--- src/rtl/sara_consts.vh ---
/*
 * constants for the serial address register access block: widths,
 * reset values and access codes.
 * assumes inclusion by bare name from rtl files only.
 */
`ifndef SARA_CONSTS_VH
`define SARA_CONSTS_VH
// ==========================================================
// widths and reset values
`define SARA_ADDR_W 10
`define SARA_MCAST_RST 10'h3ff
`define SARA_UCAST_RST 10'h000
`define SARA_NARROW_MASK 10'h0ff
`define SARA_PIN_IDLE 7'h7f
`define SARA_OE_ON 10'h3ff
`define SARA_OE_OFF 10'h000
// ==========================================================
// access codes on the direction and mode pins
`define SARA_DIR_WRITE 1'b0
`define SARA_DIR_READ 1'b1
`define SARA_MODE_MCAST 1'b0
`define SARA_MODE_UCAST 1'b1
// ==========================================================
// discard policy with filtering disabled
`define SARA_POLICY_NONE 2'h0
`endif

--- src/rtl/sara_sync2.v ---
/*
 * two-flop synchroniser for a bundle of pin levels.
 * assumes pins are asynchronous to ref_clk_in.
 */
`timescale 1ns/10ps
module sara_sync2 #(
	parameter W = 1
) (
	input wire ref_clk_in,
	input wire srst_in,
	input wire [W-1:0] rst_val_in,
	input wire [W-1:0] pin_in,
	output reg [W-1:0] sync_out
);
	reg [W-1:0] meta_r;
	// ==========================================================
	// synchroniser flops; first stage is read only by the second
	always @(posedge ref_clk_in) begin
		if (srst_in) begin
			meta_r <= rst_val_in;
			sync_out <= rst_val_in;
		end else begin
			meta_r <= pin_in;
			sync_out <= meta_r;
		end
	end
endmodule // sara_sync2

--- src/rtl/sara_top.v ---
/*
 * serial address register: host access over the receive parallel bus
 * and the address filter that gates receive fifo writes.
 * assumes a decoded character stream with a strobe on the same clock;
 * host pins are asynchronous and are synchronised here.
 */
`timescale 1ns/10ps
`include "sara_consts.vh"
module sara_top (
	input wire ref_clk_in,
	input wire srst_in,
	input wire device_select_n_in,
	input wire rx_fifo_clear_n_in,
	input wire rx_violation_flag_pin_in,
	input wire rx_special_char_select_in,
	input wire rx_output_enable_n_in,
	input wire fifo_bypass_n_in,
	input wire char_width8_in,
	input wire [1:0] discard_policy_in,
	input wire [9:0] receive_parallel_bus_in,
	output reg [9:0] receive_parallel_bus_out,
	output reg [9:0] receive_parallel_bus_oe_out,
	input wire rx_char_valid_in,
	input wire rx_char_is_addr_in,
	input wire [9:0] rx_char_in,
	output wire rx_fifo_write_out,
	output wire [9:0] mcast_addr_out,
	output wire [9:0] ucast_addr_out
);
	// ==========================================================
	// pin synchronisation
	wire [6:0] pins_s;
	wire [9:0] bus_s;
	wire sel_n_s;
	wire clr_n_s;
	wire dir_s;
	wire mode_s;
	wire oe_n_s;
	wire byp_n_s;
	wire w8_s;
	sara_sync2 #(.W(7)) u_sync_ctl (
		.ref_clk_in(ref_clk_in),
		.srst_in(srst_in),
		.rst_val_in(`SARA_PIN_IDLE),
		.pin_in({device_select_n_in,
			rx_fifo_clear_n_in,
			rx_violation_flag_pin_in,
			rx_special_char_select_in,
			rx_output_enable_n_in,
			fifo_bypass_n_in,
			char_width8_in}),
		.sync_out(pins_s)
	);
	// bus data shares the strobes' two-flop delay, so skew is not absorbed: write fires in the first cycle the access is seen
	sara_sync2 #(.W(10)) u_sync_bus (
		.ref_clk_in(ref_clk_in),
		.srst_in(srst_in),
		.rst_val_in(10'h000),
		.pin_in(receive_parallel_bus_in),
		.sync_out(bus_s)
	);
	assign sel_n_s = pins_s[6];
	assign clr_n_s = pins_s[5];
	assign dir_s = pins_s[4];
	assign mode_s = pins_s[3];
	assign oe_n_s = pins_s[2];
	assign byp_n_s = pins_s[1];
	assign w8_s = pins_s[0];

	// ==========================================================
	// access timing, in ref_clk_in edges after the host pins settle
	// edge 1: first flop takes the raw pin levels
	// edge 2: synchronised levels reach the decode below
	// edge 3: write lands in the selected register
	// edge 3: read data and enables appear on the bus outputs
	// the host must set direction, mode and bus before selecting:
	// a mode change inside an access comes too late to retarget the write
	// bus data is synchronised bit by bit, so it must be steady
	// for two edges before the access is seen, or a torn value lands
	// one write per access; the host must deselect to write again
	// read data follows the register, so a write seen on the same
	// cycle as a read shows up on the bus one edge later

	// narrow characters keep the upper two lines at zero
	function [9:0] sara_fit;
		input [9:0] v;
		input narrow;
		begin
			sara_fit = narrow ? (v & `SARA_NARROW_MASK) : v;
		end
	endfunction

	// ==========================================================
	// access decode
	wire access_w;
	wire wr_w;
	wire rd_w;
	assign access_w = ~sel_n_s & ~clr_n_s & ~oe_n_s;
	assign wr_w = access_w & (dir_s == `SARA_DIR_WRITE);
	assign rd_w = access_w & (dir_s == `SARA_DIR_READ);

	// write fires once per access, in the first cycle the access is seen
	reg wr_seen_r;
	reg [9:0] mcast_r;
	reg [9:0] ucast_r;
	reg [9:0] mcast_nxt;
	reg [9:0] ucast_nxt;
	wire wr_fire_w;
	assign wr_fire_w = wr_w & ~wr_seen_r;

	// ==========================================================
	// register write path
	always @* begin
		mcast_nxt = mcast_r;
		ucast_nxt = ucast_r;
		if (wr_fire_w) begin
			if (mode_s == `SARA_MODE_MCAST) begin
				mcast_nxt = sara_fit(bus_s, w8_s);
			end else begin
				ucast_nxt = sara_fit(bus_s, w8_s);
			end
		end
	end

	// reset leaves the filter promiscuous while characters are ten bits wide
	always @(posedge ref_clk_in) begin
		if (srst_in) begin
			mcast_r <= `SARA_MCAST_RST;
			ucast_r <= `SARA_UCAST_RST;
			wr_seen_r <= 1'b0;
		end else begin
			mcast_r <= mcast_nxt;
			ucast_r <= ucast_nxt;
			wr_seen_r <= wr_w;
		end
	end
	assign mcast_addr_out = mcast_r;
	assign ucast_addr_out = ucast_r;

	// ==========================================================
	// read path: registered data and enables on the bus
	reg [9:0] rd_data_nxt;
	always @* begin
		rd_data_nxt = (mode_s == `SARA_MODE_MCAST) ? mcast_r : ucast_r;
		rd_data_nxt = sara_fit(rd_data_nxt, w8_s);
	end
	always @(posedge ref_clk_in) begin
		if (srst_in) begin
			receive_parallel_bus_out <= 10'h000;
			receive_parallel_bus_oe_out <= `SARA_OE_OFF;
		end else begin
			receive_parallel_bus_out <= rd_w ? rd_data_nxt : 10'h000;
			receive_parallel_bus_oe_out <= rd_w ? `SARA_OE_ON : `SARA_OE_OFF;
		end
	end

	// ==========================================================
	// address filter
	// off: fifo bypassed, policy 0, or multicast at all ones
	// on: each address character re-judges the pass state
	// data characters follow the last address decision
	// limitation: a unicast value of zero cannot be matched,
	// since zero marks the unicast register as unused
	wire [9:0] ch_w;
	wire [9:0] dom_hit_w;
	wire promisc_w;
	wire mcast_hit_w;
	wire ucast_hit_w;
	wire filter_on_w;
	assign ch_w = sara_fit(rx_char_in, w8_s);
	assign promisc_w = (mcast_r == sara_fit(`SARA_MCAST_RST, w8_s));
	// one domain per register bit
	genvar gi;
	generate
		for (gi = 0; gi < 10; gi = gi + 1) begin : g_dom
			assign dom_hit_w[gi] = ch_w[gi] & mcast_r[gi];
		end
	endgenerate
	assign mcast_hit_w = |dom_hit_w;
	assign ucast_hit_w = (ch_w == ucast_r);
	// filtering needs fifo enabled and a policy other than 0
	assign filter_on_w = byp_n_s & (discard_policy_in != `SARA_POLICY_NONE)
		& ~promisc_w;

	reg pass_r;
	wire hit_w;
	// a domain bit hit or, when programmed, a unicast match passes
	assign hit_w = mcast_hit_w | (ucast_r != `SARA_UCAST_RST ? ucast_hit_w : 1'b0);
	always @(posedge ref_clk_in) begin
		if (srst_in) begin
			pass_r <= 1'b1;
		end else if (rx_char_valid_in & rx_char_is_addr_in) begin
			pass_r <= hit_w;
		end
	end
	// an address character is judged by its own match in the same cycle
	assign rx_fifo_write_out = rx_char_valid_in & (~filter_on_w
		| (rx_char_is_addr_in ? hit_w : pass_r));
endmodule // sara_top

--- config.mk ---
export PLATFORM = sky130hd
export DESIGN_NAME = sara_top
export DESIGN_NICKNAME = d
export VERILOG_FILES = /design/src/rtl/sara_sync2.v /design/src/rtl/sara_top.v
export VERILOG_INCLUDE_DIRS = /design/src /design/src/rtl
export SDC_FILE = /design/constraint.sdc
export NUM_CORES = 1
export LEC_CHECK = 0
export ABC_CLOCK_PERIOD_IN_PS = 1500
export BUFFER_PORTS_ARGS = -buffer_cell sky130_fd_sc_hd__clkbuf_2
export CAP_MARGIN = 30
export CORE_UTILIZATION = 35
export DETAILED_ROUTE_END_ITERATION = 12
export HOLD_SLACK_MARGIN = 0.15
export SYNTH_ARGS = -nofsm -noshare
export SYNTH_HDL_FRONTEND = slang
export SYNTH_SLANG_ARGS = --single-unit
--- constraint.sdc ---
create_clock -name ref_clk_in -period 1.5 [get_ports ref_clk_in]
set_clock_uncertainty 0.1 [all_clocks]
set_input_delay 0 -clock ref_clk_in [delete_from_list [all_inputs] [get_ports ref_clk_in]]
set_output_delay 0 -clock ref_clk_in [all_outputs]
set_load 0.05 [all_outputs]
# ---- Word-level counts from Yosys, hierarchy flattened
# Index checks and enable logic that the tools add are counted.
dict set report word_totals {
  inputBits 33
  reg_bits 76
  wordCells 57
}
dict set report classes {
  n_reduce_logical 7
  eq_ne 2
  mux 7
  n_bitwise 30
}
# operator n
set ops {}
lappend ops {{10-bit 2-to-1 mux} 5}
lappend ops {{10-bit == test} 2}
lappend ops {{1-bit AND} 19}
lappend ops {{10-bit nonzero test} 1}
lappend ops {{10-bit OR reduction} 1}
lappend ops {{1-bit inverter} 9}
lappend ops {{2-bit AND reduction} 2}
lappend ops {{3-bit OR reduction} 1}
lappend ops {{1-bit 2-to-1 mux} 2}
lappend ops {{1-bit bitwise OR} 2}
lappend ops {{2-bit nonzero test} 1}
lappend ops {{2-bit OR reduction} 1}

# ---- Logic depth before layout (Yosys ltp)
dict set report depth {
  depth_word 7
  depth_mapped 6
  mapped_depth_nobuf 5
}

# ---- Cells and area by module
# From an unflattened synthesis, not the netlist that was laid out.
dict set report hier_totals {
  cells_unflattened 244
  area_unflattened_um2 2731.4
}
# module n_inst cells_per_inst area_per_inst_um2
set by_module_without_submodules {}
lappend by_module_without_submodules {sara_top 1 173 1559.0}
lappend by_module_without_submodules {{sara_sync2 (u_sync_bus)} 1 42 723.2}
lappend by_module_without_submodules {{sara_sync2 (u_sync_ctl)} 1 29 449.2}

# ---- Least setup slack after synthesis
# OpenSTA, ideal clock, no wires.
dict set report synth_timing {
  path_kind {reg-to-output}
  startpoint {register ucast_r[7] (netlist: ucast_addr_out[7])}
  endpoint {output rx_fifo_write_out}
  slack_ps -576
  arrival_ps 1976
  required_ps 1400
  n_path_buf 0
  stages_incl_launch_ff 6
  cell_sequence {dfxtp_1 xor2_1 nor4_1 and3_1 a211oi_1 nor2_1}
}
dict set report synth_between {
  elab_chain_cells 6
  word_cells_on_any_way 7
}
# item line
set synth_rtl {}
lappend synth_rtl {{from (decl)} sara_top.v:105} ;# reg [9:0] ucast_r;
lappend synth_rtl {{from (signal assigned)} sara_top.v:129} ;# ucast_r <= `SARA_UCAST_RST;
lappend synth_rtl {{from (signal assigned)} sara_top.v:133} ;# ucast_r <= ucast_nxt;
lappend synth_rtl {{10-bit == test / 10-bit nonzero test (equally long branches)} -}
lappend synth_rtl {{1-bit 2-to-1 mux *} sara_top.v:188} ;# assign hit_w = mcast_hit_w | (ucast_r != `SARA_UCAST_RST ? ucast_hit_w : 1'b0);
lappend synth_rtl {{1-bit bitwise OR *} sara_top.v:188}
lappend synth_rtl {{1-bit 2-to-1 mux *} sara_top.v:198} ;# | (rx_char_is_addr_in ? hit_w : pass_r));
lappend synth_rtl {{1-bit bitwise OR *} sara_top.v:198}
lappend synth_rtl {{1-bit AND *} sara_top.v:197} ;# assign rx_fifo_write_out = rx_char_valid_in & (~filter_on_w
lappend synth_rtl {{to (decl)} sara_top.v:26} ;# output wire rx_fifo_write_out,
# Every way passes the cells marked *; elsewhere a longest branch is shown, timed or not.

# ---- Worst setup path in the final report
dict set report layout_timing {
  startpoint {register u_sync_ctl.sync_out[0]}
  endpoint {output rx_fifo_write_out}
}
dict set report layout_between {
  elab_chain_cells 7
  word_cells_on_any_way 15
}
# item line
set layout_rtl {}
lappend layout_rtl {{from (decl)} sara_sync2.v:13} ;# output reg [W-1:0] sync_out
lappend layout_rtl {{from (signal assigned)} sara_sync2.v:21} ;# sync_out <= rst_val_in;
lappend layout_rtl {{from (signal assigned)} sara_sync2.v:24} ;# sync_out <= meta_r;
lappend layout_rtl {{10-bit 2-to-1 mux} sara_top.v:89} ;# sara_fit = narrow ? (v & `SARA_NARROW_MASK) : v;
lappend layout_rtl {{10-bit == test, or another cell as far along} sara_top.v:180} ;# assign ucast_hit_w = (ch_w == ucast_r);
lappend layout_rtl {{1-bit 2-to-1 mux, or another cell as far along} sara_top.v:188}
lappend layout_rtl {{1-bit bitwise OR / 1-bit AND (equally long branches)} {sara_top.v:188, sara_top.v:182}}
lappend layout_rtl {{1-bit 2-to-1 mux / 1-bit inverter (equally long branches)} {sara_top.v:198, sara_top.v:197}}
lappend layout_rtl {{1-bit bitwise OR *} sara_top.v:198}
lappend layout_rtl {{1-bit AND *} sara_top.v:197}
# Marked as above.

==> reports/metrics.cfg <==
[timing]
rsz0062_at_grt = true
fin_crit_ps = 1820
finalCritPeriodShare_pct = 121
setup_viol = 30
slew_headroom_pct = 79.0
hold_violations = 0
slew_viol_final = 0
tightest_slew_ps = 312
fin_ws_ps = -318
fmax_ghz = 0.550

[logic_synthesis]
synth_area_leaders = dfxtp_1 55%, mux2i_1 7.3%, nor2b_1 5.1%
yosys.area.top_type = dfxtp_1
ys_seq_area_share_pct = 54.5
syn_area_um2 = 2460
synth-warning-count = 0
syn_nets = 276
synth_edf_count = 0
yosys-top-cells-count = 67 x dfxtp_1, 21 x nor2_1, 20 x nand2_1, 20 x nor2b_1, 18 x mux2i_1
synth-async-reset-ratio_pct = 0
postSynthAreaPerCell_um2 = 10.1
synth.distinct_cells = 39
synth_most_common_cell = dfxtp_1
synth_top_area_share_pct = 54.5
ys.flop_type = dfxtp_1
synth-seq-cells = 67
syn_inst = 243

[drt]
detail_route.iter0.violations = 76
vias_per_cell = 4.50
drcViolationCount = 0
vias = 2110
drt-total-wl_um = 5610
ant_nets = 0
wl_per_cell_um = 12.0
first_pass_iters = 4

[cts]
cts_tree = done
cts_buffers = 9
htreeDepth = 3
clk_latency_ps = 330
cts-root-buf = clkbuf_8
cts.sinks = 67
path_clk_slew_ps = 80
clockBufferDepth = 2

[final_layout]
fillers = 621
finish.utilization_pct = 56.8
design_area_um2 = 3860
drive_above_1_share_pct = 47.7
diodes = 0
nets = 401
syn2layout_area_growth_pct = 56.9

[global_routing]
grt_pass1_vias = 1995
grt_max_degree = 30
grt_antenna_before_repair = 0
grt_pass1_wl_um = 9320
track_usage_pct = 16.3
grt-ovfl-total = 0

[power]
p_total_mw = 3.92
p_per_area_nw_per_um2 = 1020
power.switching_uw = 829
combPwrFrac_pct = 6.6
vdd_drop_max_v = 0.000532
pwr-share-clk_pct = 46.6
switching_share_pct = 21.1
seqPwrFrac_pct = 46.8
p_leak_nw = 1.80
intPower_mw = 3.09

[job]
cap_violations = 0

[status]
status = complete, but fails checks
violations = negative setup slack

[die]
coreArea_um2 = 6790
row_count = 30
initial_core_util_pct = 36.2
die_w_um = 85.8
die_area_um2 = 7370
die_h_um = 85.8
boundaryPins = 74

[hold_path]
min-delay-path-class = input pin to register
min_from = rx_char_in[7]
holdPathStages = 6

[critical_path]
crit_fanout = 6
startpoint = u_sync_ctl.sync_out[0]
startpoint_type = register
critical_path_class = register to output port
worstPathRequired_ps = 1400
crit_arrival_ps = 1720
worst_r2r_path_depth = 7
worstReg2RegStart = u_sync_ctl.sync_out[6]
endpoint_kind = output port

[placement]
placed_cell_area_um2 = 3050
portBuffers = 73
gp_congestion = 0.785
place.detailed.hpwl_um = 3700

[power by group through the flow]
stage / Combinational (mW) / Clock [mW] / Sequential, mW
2_1_floorplan: 0.103 / 0 / 1.87
3_3_place_gp: 0.180 / 0 / 1.87
3_5_place_dp: 0.183 / 0 / 1.87
4_1_cts: 0.252 / 1.87 / 1.83
5_1_grt: 0.284 / 1.96 / 1.84
6_report: 0.259 / 1.83 / 1.83
[worst paths after layout]
| check | endpoint | slack, ps |
|---|---|---|
| min reg2reg | u_sync_ctl.sync_out[4] | 310 |
| min | pass_r | 140 |
| max reg2reg | mcast_addr_out[6] | -160 |
| max | rx_fifo_write_out | -320 |
[layer usage]
layer,track usage (%),wire length [µm],vias to the layer above
li1,-,-,1070
met1,19.8,2600,966
met2,27.1,2700,59
met3,3.66,189,15
met4,8.79,123,0
met5,0,0,-
[cell families after synthesis]
logic type                share of synthesized area [%]
and+or+nand+nor                                    24.2
DFF                                                54.5
AOI/OAI and AO/OA                                  6.00
buffers and inverters                              4.78
muxes                                              7.32
xor gates and xnor gates                           3.20
[flip-flops by register name, summed over array words and instances (netlist names)]
register and count:
mcast_addr_out 10, receive_parallel_bus_out 10, u_sync_bus.meta_r 10, u_sync_bus.sync_out 10, ucast_addr_out 10, u_sync_ctl.meta_r 7, u_sync_ctl.sync_out 7, pass_r 1
receive_parallel_bus_oe_out 1, wr_seen_r 1
[critical path, stage by stage, from the launching register on]
cell,delay (ps)
dfxtp_2,380
and3b_1,180
a21oi_1,150
o31ai_2,80
buf_4,150
a211oi_4,230
nor2_4,60
buf_12,150
[cells in the final DEF (no fill, tap or decap), types with 3 or more instances in the layout]
cell / synthesis / layout
clkbuf_2: 0 / 72
dfxtp_1: 67 / 44
dlygate4sd3_1: 0 / 34
nor2b_1: 20 / 20
dfxtp_2: 0 / 19
buf_4: 9 / 19
nor2_1: 21 / 18
mux2i_1: 18 / 18
or2_2: 14 / 14
nand2_1: 20 / 12
clkbuf_8: 0 / 9
xor2_1: 8 / 8
nand3b_1: 8 / 8
nand2_2: 1 / 7
a21oi_1: 5 / 5
o21ai_0: 4 / 4
dfxtp_4: 0 / 4
buf_6: 0 / 4
a22oi_1: 3 / 3
nor3_1: 3 / 3
bufinv_16: 0 / 3
[cell type report]
class                           count  area, µm²  area share [%]
Sequential cell                    67       1380            35.8
Multi-Input combinational cell    155       1160            30.1
Timing Repair Buffer              133        943            24.4
Clock buffer                        9        124            3.21
Clock inverter                      7        124            3.21
Tap cell                           96        120            3.11
Inverter                            2       7.51           0.195
[timing repair]
item	in CTS	in global routing
pin swaps	22	7
setup endpoints to repair	20	42
buffers inserted	4	1
hold endpoints to repair	55	13
hold buffers	33	2
gates resized for setup	29	13
cloned	1	1
[stage by stage]
stage,setup slack [ps],hold slack (ps),std cells,TNS (ps)
finish,-318,141,469,-3060
global placement,-61.8,82.6,413,-569
CTS,-340,146,467,-2490
detailed placement,-89.5,84.8,413,-999
global route,-423,184,469,-5290
floorplan,-112,3.81,243,-338
No activity file was read; power rests on OpenSTA's default activity.
